File: src/core/ssw_pkg.sv
// Package of constants and carrier types for the supply supervisor watchdog
// Summary of operation
// - Hold reset output low while the supply-low indication is active.
// - Keep reset low 200 ms after supply-low clears, then release.
// - Active-high reset output is always the inverse of active-low reset.
// - Manual reset input low asserts processor reset like a low supply.
// - Manual reset is debounced: reset stays low 200 ms after it rises.
// - No kick transition for 1.60 s drives the watchdog flag low.
// - Any rising or falling kick transition restarts the watchdog count.
// - Watchdog count is held clear while reset is asserted.
// - Supply-low forces the watchdog flag low regardless of the timer.
// - Floating kick input disables watchdog timing; flag then follows supply only.
// - Power-fail flag is low while the sense comparator reports below reference.
// - Timed-out flag stays low until a kick transition, reset or a floating kick input clears it.
// - Flag returns high when supply-low clears unless timeout still pending.
package ssw_pkg;
  localparam int unsigned CLK_HZ = 20000000;
  localparam int unsigned TICK_US = 100;
  localparam int unsigned STRETCH_MS = 200;
  localparam int unsigned WDOG_MS = 1600;
  localparam int unsigned TICK_CYC = CLK_HZ / 1000000 * TICK_US;
  localparam int unsigned STRETCH_TICKS = STRETCH_MS * 1000 / TICK_US;
  localparam int unsigned WDOG_TICKS = WDOG_MS * 1000 / TICK_US;
  localparam int unsigned CNT_W = 16;
  localparam logic RST_N_RESET = 1'b0;
  localparam logic FLAG_N_RESET = 1'b1;

  // Kick input as sensed by the three-level front end
  typedef struct packed {
    logic level;
    logic floating;
  } ssw_kick_t;

  typedef struct packed {
    logic reset_n;
    logic reset;
    logic watchdog_flag_n;
    logic power_fail_flag_n;
  } ssw_out_t;
endpackage

File: src/core/ssw_sync.sv
// Two-stage synchroniser for a bundle of asynchronous inputs
`timescale 1ns/10ps
module ssw_sync #(
  parameter int unsigned W = 4
) (
  // Clock and reset
  input wire logic clk_sys,
  input wire logic rst_n,
  // Data
  input wire logic [W-1:0] d,
  output logic [W-1:0] q
);
  logic [W-1:0] meta_reg;

  always_ff @(posedge clk_sys) begin
    if (!rst_n) begin
      meta_reg <= '0;
      q <= '0;
    end else begin
      meta_reg <= d;
      q <= meta_reg;
    end
  end
endmodule

File: src/core/ssw_top.sv
// Supply supervisor: reset stretch, manual reset, watchdog and power-fail flag
`timescale 1ns/10ps
module ssw_top
  import ssw_pkg::*;
#(
  parameter int unsigned STRETCH_TICKS_P = ssw_pkg::STRETCH_TICKS,
  parameter int unsigned WDOG_TICKS_P = ssw_pkg::WDOG_TICKS,
  parameter int unsigned TICK_CYC_P = ssw_pkg::TICK_CYC
) (
  // Clock and reset
  input wire logic clk_sys,
  input wire logic rst_n,
  // Comparator indications
  input wire logic supply_low_in,
  input wire logic supply_sense_in,
  // Processor side inputs
  input wire logic manual_reset_n,
  input wire ssw_pkg::ssw_kick_t watchdog_kick_in,
  // Supervisor outputs
  output ssw_pkg::ssw_out_t sup_out
);
  import ssw_pkg::*;

  logic [3:0] raw_in;
  logic [3:0] sync_in;
  logic supply_low_s, sense_ok_s, mr_n_s, kick_s, kick_float_s;
  logic kick_float_reg;
  logic kick_prev_reg;
  logic kick_edge;
  logic [CNT_W-1:0] tick_cnt_reg;
  logic tick;
  logic [CNT_W-1:0] stretch_cnt_reg;
  logic reset_req;
  logic reset_n_reg;
  logic reset_reg;
  logic [CNT_W-1:0] wdog_cnt_reg;
  logic timeout_reg;
  logic wdog_flag_n_reg;
  logic pfo_n_reg;

  // Active-low levels go in inverted so the synchroniser's zero reset reads as idle
  assign raw_in = {supply_low_in, !supply_sense_in, !manual_reset_n, watchdog_kick_in.level};

  ssw_sync #(
    .W(4)
  ) u_sync (
    .clk_sys(clk_sys),
    .rst_n(rst_n),
    .d(raw_in),
    .q(sync_in)
  );

  // Float detect is synchronised separately, reset to floating so no spurious kick
  logic float_meta_reg;
  always_ff @(posedge clk_sys) begin
    if (!rst_n) begin
      float_meta_reg <= 1'b1;
      kick_float_reg <= 1'b1;
    end else begin
      float_meta_reg <= watchdog_kick_in.floating;
      kick_float_reg <= float_meta_reg;
    end
  end

  assign supply_low_s = sync_in[3];
  assign sense_ok_s = !sync_in[2];
  assign mr_n_s = !sync_in[1];
  assign kick_s = sync_in[0];
  assign kick_float_s = kick_float_reg;

  // Time base tick
  always_ff @(posedge clk_sys) begin
    if (!rst_n) begin
      tick_cnt_reg <= '0;
    end else if (tick) begin
      tick_cnt_reg <= '0;
    end else begin
      tick_cnt_reg <= tick_cnt_reg + 1'b1;
    end
  end
  assign tick = (tick_cnt_reg == CNT_W'(TICK_CYC_P - 1));

  // Reset request; manual reset shares the supply path so it is debounced too
  assign reset_req = supply_low_s || !mr_n_s;

  always_ff @(posedge clk_sys) begin
    if (!rst_n) begin
      stretch_cnt_reg <= '0;
      reset_n_reg <= RST_N_RESET;
      reset_reg <= !RST_N_RESET;
    end else if (reset_req) begin
      stretch_cnt_reg <= '0;
      reset_n_reg <= 1'b0;
      reset_reg <= 1'b1;
    end else if (!reset_n_reg && tick) begin
      if (stretch_cnt_reg == CNT_W'(STRETCH_TICKS_P - 1)) begin
        reset_n_reg <= 1'b1;
        reset_reg <= 1'b0;
      end else begin
        stretch_cnt_reg <= stretch_cnt_reg + 1'b1;
      end
    end
  end

  // Kick edge detect on the synchronised level only
  always_ff @(posedge clk_sys) begin
    if (!rst_n) begin
      kick_prev_reg <= 1'b0;
    end else begin
      kick_prev_reg <= kick_s;
    end
  end
  assign kick_edge = (kick_s != kick_prev_reg) && !kick_float_s;

  // Watchdog count; timeout sticks until a kick, reset or a floating kick clears it
  always_ff @(posedge clk_sys) begin
    if (!rst_n) begin
      wdog_cnt_reg <= '0;
      timeout_reg <= 1'b0;
    end else if (!reset_n_reg || kick_float_s) begin
      wdog_cnt_reg <= '0;
      timeout_reg <= 1'b0;
    end else if (kick_edge) begin
      wdog_cnt_reg <= '0;
      timeout_reg <= 1'b0;
    end else if (tick && !timeout_reg) begin
      if (wdog_cnt_reg == CNT_W'(WDOG_TICKS_P - 1)) begin
        timeout_reg <= 1'b1;
      end else begin
        wdog_cnt_reg <= wdog_cnt_reg + 1'b1;
      end
    end
  end

  // Flag outputs; timeout never feeds the reset path
  always_ff @(posedge clk_sys) begin
    if (!rst_n) begin
      wdog_flag_n_reg <= FLAG_N_RESET;
      pfo_n_reg <= FLAG_N_RESET;
    end else begin
      wdog_flag_n_reg <= !(supply_low_s || timeout_reg);
      pfo_n_reg <= sense_ok_s;
    end
  end

  always_comb begin
    sup_out.reset_n = reset_n_reg;
    sup_out.reset = reset_reg;
    sup_out.watchdog_flag_n = wdog_flag_n_reg;
    sup_out.power_fail_flag_n = pfo_n_reg;
  end

  // Helper: cycles reset has been released
  logic [CNT_W-1:0] rel_cnt_reg;
  always_ff @(posedge clk_sys) begin
    if (!rst_n || !reset_n_reg) begin
      rel_cnt_reg <= '0;
    end else if (rel_cnt_reg != '1) begin
      rel_cnt_reg <= rel_cnt_reg + 1'b1;
    end
  end
endmodule

File: config.mk
export PLATFORM = sky130hd
export DESIGN_NAME = ssw_top
export DESIGN_NICKNAME = d
export VERILOG_FILES = /design/src/core/ssw_pkg.sv /design/src/core/ssw_sync.sv /design/src/core/ssw_top.sv
export SDC_FILE = /design/constraint.sdc
export NUM_CORES = 1
export LEC_CHECK = 0
export BUFFER_PORTS_ARGS = -buffer_cell sky130_fd_sc_hd__buf_2
export CORE_UTILIZATION = 54
export DETAILED_ROUTE_END_ITERATION = 16
export GPL_TIMING_DRIVEN = 0
export PLACE_DENSITY = 0.73
export SLEW_MARGIN = 20
export SYNTH_ARGS = -nofsm -noshare
export SYNTH_HDL_FRONTEND = slang
export SYNTH_SLANG_ARGS = --single-unit
File: constraint.sdc
create_clock -name clk_sys -period 2.9 [get_ports clk_sys]
set_input_delay 0.145 -clock clk_sys [delete_from_list [all_inputs] [get_ports clk_sys]]
set_output_delay 0.145 -clock clk_sys [all_outputs]
set_load 0.1 [all_outputs]
Word-level counts from Yosys, hierarchy flattened
Cells that the tools add are included.

Register bits after elaboration: 64. Input bits: 7. Output and inout bits: 4.

Add/subtract/negate cells: 3. Equality and inequality tests: 4. Bitwise gates (word level): 3. Reduce and logical (&&, ||, !) cells: 20.

Operator list (count): 16-bit by 1-bit adder with 16-bit output, second input constant (3); 16-bit by 11-bit equality test with 1-bit output, second input constant (2); 16-bit by 14-bit equality test with 1-bit output, second input constant (1); 2-bit AND reduction (4); 1-bit logical NOT (7); 2-bit OR reduction (2); 1-bit logical AND (3); 1-bit logical OR (3); 1-bit NOT (3); 3-bit OR reduction (1); 1-bit != test (1).

Depth between registers and ports, before layout
Gate-level depths: netlist of run 1.

Depth in word-level cells: 3. Gate-level depth with buffers: 8.

Hierarchy
Synthesis of run 1 repeated with hierarchy kept, for this count alone.

Cell total of the unflattened synthesis: 321. Area total of the unflattened synthesis: 2831.5 µm².

By module, submodules not included: ssw_top (instances 1, cells each 305, area each 2621.3 µm²); ssw_sync (instances 1, cells each 16, area each 210.2 µm²).

Least setup slack after synthesis of run 1
Ideal clock, no wire load.

Kind: register to register. Start point: register tick_cnt_reg[13]. End point: register stretch_cnt_reg[6]. Setup time: 0.070 ns. Arrival time: 2.328 ns. Path slack: 0.502 ns. Stages on the path, launching flop included: 6. Path buffers: 0. Period minus slack after synthesis: 2.398 ns. Path through: dfxtp_1 or4_1 or4_4 or3_4 or4_1 a21oi_1.

Word-level cells in the longest chain between the ends: 3.

Ends and longest elaborated chain: start, declared (RTL line ssw_top.sv:30) `logic [CNT_W-1:0] tick_cnt_reg;`; start signal, assigned (RTL line ssw_top.sv:78) `tick_cnt_reg <= tick_cnt_reg + 1'b1;`; 16-bit by 11-bit equality test with 1-bit output (RTL line ssw_top.sv:81) `assign tick = (tick_cnt_reg == CNT_W'(TICK_CYC_P - 1));`; 1-bit logical AND (RTL line ssw_top.sv:95) `end else if (!reset_n_reg && tick) begin`; 2-bit AND reduction (no source line); end signal, assigned (RTL line ssw_top.sv:100) `stretch_cnt_reg <= stretch_cnt_reg + 1'b1;`; end, declared (RTL line ssw_top.sv:32) `logic [CNT_W-1:0] stretch_cnt_reg;`.

Every way passes these cells. A chain may end at the register's enable or synchronous reset.

Worst setup path in the final report of run 1
Start point: register tick_cnt_reg[0]. End point: register tick_cnt_reg[4].

Word-level cells in the longest chain between the ends: 2. Elaborated cells on any way between the ends: 3. Classes of those cells: add/sub: 1; eq/ne: 1; reduce/logical: 1.

Ends and longest elaborated chain: branches (longest 2 deep; another with 16-bit by 1-bit adder with 16-bit output).

Several ways; the timed one is not identified.

==> results of run 1 <==
==> cells in the final DEF (no fill, tap or decap), types with 4 or more instances in the layout <==
master         netlist  layout
dfxtp_1             64      64
nor2_1              45      45
xnor2_1             22      22
nand2_1             19      19
nand3_1             14      14
nand4_1             14      14
buf_2                4      14
nor4_1              13      13
a21oi_1             12      12
and2_1              11      11
clkbuf_1            10      10
clkbuf_8             0       9
inv_1                8       8
o21ai_0              8       8
or3_1                8       8
nor3_1               7       7
xor2_1               7       7
and4_1               6       6
and3_1               6       6
dlygate4sd3_1        0       5
buf_4                4       4
==> cell families after synthesis <==
family          count (synthesis)  synth area share
flops                          64             0.460
xor+xnor                       29            0.0913
compound gates                 29            0.0643
simple gates                  161             0.311
fa+ha+maj                       3            0.0135
mux                             4            0.0148
buf+inv                        28            0.0450
==> report_power, final <==
group          internal, uW  switching (uW)  leakage (uW)  total (uW)
sequential              889            7.16      0.000519         897
combinational          18.9            25.3      0.000455        44.2
clock                   485             362      0.000110         847
total                  1390             394       0.00108        1790
==> cells in the mapped netlist (2+ instances only) <==
library cell	number
nor2b_1	3
o21ai_0	8
nor3b_1	2
and4_1	6
or3_1	8
nand4_1	14
xor2_1	7
dfxtp_1	64
and2_1	11
nor3_1	7
and3_1	6
xnor2_1	22
or4_1	3
nand3_1	14
nand2_1	19
inv_1	8
clkbuf_1	10
buf_4	4
nor2_1	45
nand2b_1	3
mux2i_1	3
a311oi_1	2
buf_1	2
a21oi_1	12
nor4_1	13
buf_2	4
ha_1	3
==> worst paths after layout <==
check | end | cells after the start | slack, ns
worst max-delay path | tick_cnt_reg[4] | 8 | 0.23
worst min-delay path | float_meta_reg | 2 | 0.07
worst max register to register | tick_cnt_reg[4] | 8 | 0.23
worst min register to register | pfo_n_reg | 1 | 0.37
==> layer usage <==
metal / GRT usage / up-vias
li1: - / 1159
met1: 0.300 / 1061
met2: 0.351 / 52
met3: 0.0727 / 17
met4: 0.132 / 0
met5: 0 / -
==> layout make-up <==
class	instances	area (um2)
fill	408	1660
multi-input combinational	226	1380
sequential	64	1280
clock buffer	9	124
timing repair buffer	15	100
clock inverter	7	95.1
buffer	20	95.1
tap	67	83.8
inverter	8	30.0
==> worst max-delay path: stages, from the launching register on <==
cell and delay [ns]:
dfxtp_1 0.43, ha_1 0.30, nand3_1 0.14, or4_4 0.60
buf_2 0.21, buf_2 0.21, nand2_1 0.18, clkbuf_1 0.36
nor2_1 0.10
==> metrics by stage <==
step	hold slack (ns)	util
after CTS	0.0511	0.657
after floorplan	0.217	-
final	0.0706	0.657
after detailed placement	0.306	0.602
after global placement	0.304	0.602
after global routing	0.0639	0.657
==> results.tsv, run 1 <==
metric	value	unit
finalWeightedCongestion	0.809	
grt_antenna_before_repair	0	
synth_ff_type	dfxtp_1	
cp_data_arrival_time	2.89	ns
core	0.00485	mm2
syn_to_final_growth	14.5	%
rows	25	
synth_edf_count	0	
ys_top_cells_by_area	dfxtp_1 46%, xnor2_1 6.9%, nor2_1 6.1%, nand4_1 3.1%, nor4_1 2.9%	
hold_path.class	input port to flop	
ys_warn_count	0	
clock_latency	0.35	ns
report.final.slew_viol_count	0	
period_minus_slack	2.67	ns
postLayoutCellArea	0.00319	mm2
outcome	finished, final reports clean	
postCtsSetupBuffers	0	
highest_layer	met4	
setup_viol	0	
drive_above_1_share	0.115	
power_density	561	mW/mm2
drc_errors	0	
vias	2289	
clkTransAtPathRegs	0.07	ns
htreeDepth	3	
ys_ff_latch	64	
skew	0.00517	ns
ant_nets	0	
cts_tree	done	
syn_nets	328	
hold_viol_final	0	
critical_path.max_fanout	10	
cts_hold_buffers	5	
slew_headroom	0.310	
track_usage	0.235	
required	3.12	ns
grt_pass1_wl	9.52	mm
yosysSeqAreaShare	0.460	
die_y	73.8	um
dieArea	0.00544	mm2
place_ws	0.251	ns
synth_async_sr_flop_share	0	
cp-start-kind	flop	
clock_sinks	64	
overflow	0	
irDropWorstVdd	0.394	mV
avgSynthCellArea	8.75	um2
dp.cells	395	
cts_root_buf	clkbuf_8	
dp_hpwl	3.54	mm
fmax	375	MHz
initial_core_util	0.574	
yosys.area.top_type	dfxtp_1	
clockBufferDepth	2	
cts_resized	0	
cts_buffers	9	
synth_area	0.00278	mm2
crit_start	tick_cnt_reg[0]	
routed_wl	5.38	mm
p_leak	0.00108	uW
r2r_start	tick_cnt_reg[0]	
fin_cells	416	
grt_max_degree	13	
period_share	0.920	
die_x	73.8	um
syn_inst	318	
rsz0062_at_grt	false	
met1Wirelength	2.69	mm
tns	0	ns
dr.pass1.iters	4	
hold_start	rst_n	
end_kind	flop	
tightest_slew	1.03	ns
fin_ws	0.232	ns
wire_per_inst	12.9	um
grt_pass1_vias	2077	
place_area	0.00292	mm2
cap_viol_max_count	0	
ios	11	
yosys.cell_types.count	42	
dr_wl_met3	201	um
viasPerCell	5.50	
drt_iter0_drc	183	
synth_top_area_share	0.460	
antenna_cells	0	
wl_met2	2.36	mm
final_net_count	354	
p_total	1790	uW
io_buffers	10	
worstSetupPathType	flop to flop	
(Power assumes the default switching activity.)
==> run 2: changes to the inputs <==
- PLACE_DENSITY: 0.73 -> 0.76
- clock period: 2.9 -> 2.1 ns (I/O delays scaled with it)
==> results.tsv, run 2 (synthesized netlist as in run 1, its figures left out) <==
metric	value	unit	change
fmax	405	MHz	+8.0%
drc_errors	0		unchanged
rsz0062_at_grt	true		
crit_start	tick_cnt_reg[11]		
drive_above_1_share	0.250		+0.135
drt_iter0_drc	129		-30%
crit_path_end	stretch_cnt_reg[10]		
cp-start-kind	flop		
die_x	73.8	um	unchanged
final_net_count	370		+4.5%
finalWeightedCongestion	0.766		-5.3%
final_core_util	0.758		+0.101
hold_viol_final	0		unchanged
wire_per_inst	15.1	um	+16%
period_minus_slack	2.47	ns	-0.198 ns
period_share	1.18		+0.256
track_usage	0.271		+0.0357
r2r_start	tick_cnt_reg[11]		
end_kind	flop		
htreeDepth	3		unchanged
clockBufferDepth	2		unchanged
ant_nets	0		unchanged
grt_max_degree	11		-2
tightest_slew	1.03	ns	+0.00802 ns
syn_to_final_growth	32.1	%	
vias	2414		+5.5%
postLayoutCellArea	0.00367	mm2	+15%
place_area	0.00304	mm2	+4.2%
clkTransAtPathRegs	0.07	ns	about the same
cts_tree	done		
die_y	73.8	um	unchanged
core	0.00485	mm2	unchanged
grt_pass1_wl	10.8	mm	+14%
outcome	finished, violations left		
cts_root_buf	clkbuf_8		
worstSetupPathType	flop to flop		
initial_core_util	0.574		unchanged
p_leak	0.00119	uW	+10%
layout_common_cells	59 x dfxtp_1, 45 x nor2_1, 22 x xnor2_1		
nFillCells	317		-22%
critical_path.max_fanout	4		-6
cpMostUsedCell	or3_4		
mostFrequentLayoutCell	dfxtp_1		
io_buffers	10		unchanged
cp_slowest_cell	or4_4		
overflow	0		unchanged
rr_endpoint	stretch_cnt_reg[10]		
required	2.37	ns	-0.75 ns
whs	0.0332	ns	-0.0374 ns
irDropWorstVdd	0.485	mV	+23%
tns	-10.82	ns	-10.82 ns
grt_antenna_before_repair	0		unchanged
slowest_delay	0.57	ns	-0.03 ns
path_cells	or4b_1 -> or4_4 -> or3_4 -> buf_4 -> or3_4 -> a21oi_2		
routed_wl	6.49	mm	+21%
p_total	2440	uW	+36%
viasPerCell	5.60		+1.8%
antenna_cells	0		unchanged
clock_sinks	64		unchanged
violations	setup timing		
multi_input_area	0.00170	mm2	+23%
skew	0.00476	ns	-0.000409 ns
regArea	0.00129	mm2	+0.49%
ios	11		unchanged
fin_ws	-0.370	ns	-0.602 ns
cts_buffers	9		unchanged
report.final.slew_viol_count	0		unchanged
power_density	663	mW/mm2	+18%
cap_viol_max_count	0		unchanged
dieArea	0.00544	mm2	unchanged
hold_path.class	input port to flop		
grt_pass1_vias	2374		+14%
rows	25		unchanged
dr.pass1.iters	4		unchanged
slew_headroom	0.310		+0.000965
clock_latency	0.34	ns	about the same
setup_viol	50		+50
r2r_cells	6		-2
dp_hpwl	3.63	mm	+2.5%
worst-r2r-setup-slack	-0.37	ns	-0.60 ns
cp_data_arrival_time	2.74	ns	-0.15 ns
## run 2: layer usage
metal  wire length, um  global-route usage  vias to the layer above
met4               136               0.124                        0
met3               216              0.0700                       14
met5                 0                   0                        -
li1                  -                   -                     1194
met2              3260               0.461                       52
met1              2880               0.318                     1154
## run 2: worst min path at each step
stage | startpoint | to | slack [ns] | depth (start not counted)
after floorplan | manual_reset_n | u_sync.meta_reg[1] | 0.18 | 1
after global placement | supply_sense_in | u_sync.meta_reg[2] | 0.26 | 2
after detailed placement | manual_reset_n | u_sync.meta_reg[1] | 0.27 | 2
after CTS | rst_n | float_meta_reg | 0.02 | 2
after global routing | rst_n | float_meta_reg | 0.04 | 2
final | rst_n | float_meta_reg | 0.03 | 2
## run 2: what timing repair did
item,in CTS,in global routing
hold buffers,5,0
setup buffers,12,4
endpoints found under the hold margin,5,0
pin swaps,15,18
setup endpoints to repair,50,50
cloned,1,0
gates resized for setup,38,20
## run 2: stage by stage
step | instances | setup slack (ns)
after floorplan | 318 | -0.251
after global placement | 395 | -0.413
after detailed placement | 395 | -0.441
after CTS | 428 | -0.369
after global routing | 431 | -0.442
final | 431 | -0.370
## run 2: worst max-delay path, delay by kind of cell (launching register included)
kind                   cells  cell delay, ns
AOI/OAI and AO/OA          1            0.12
and+or+nand+nor            4            1.80
buffers and inverters      1            0.15
DFF                        1            0.33
## run 2: final cells by class
cell class / instances / share of cell area
Multi-Input combinational cell: 226 / 0.461
Timing Repair Buffer: 32 / 0.0678
Buffer: 19 / 0.0347
Clock buffer: 11 / 0.0358
Tap cell: 67 / 0.0228
Inverter: 8 / 0.00817
Clock inverter: 4 / 0.0191
Sequential cell: 64 / 0.350
## run 2: power by group
group / internal [uW] / switching [uW]
Combinational: 30.2 / 37.6
Sequential: 1230 / 12.0
Clock: 659 / 467
Total: 1920 / 517
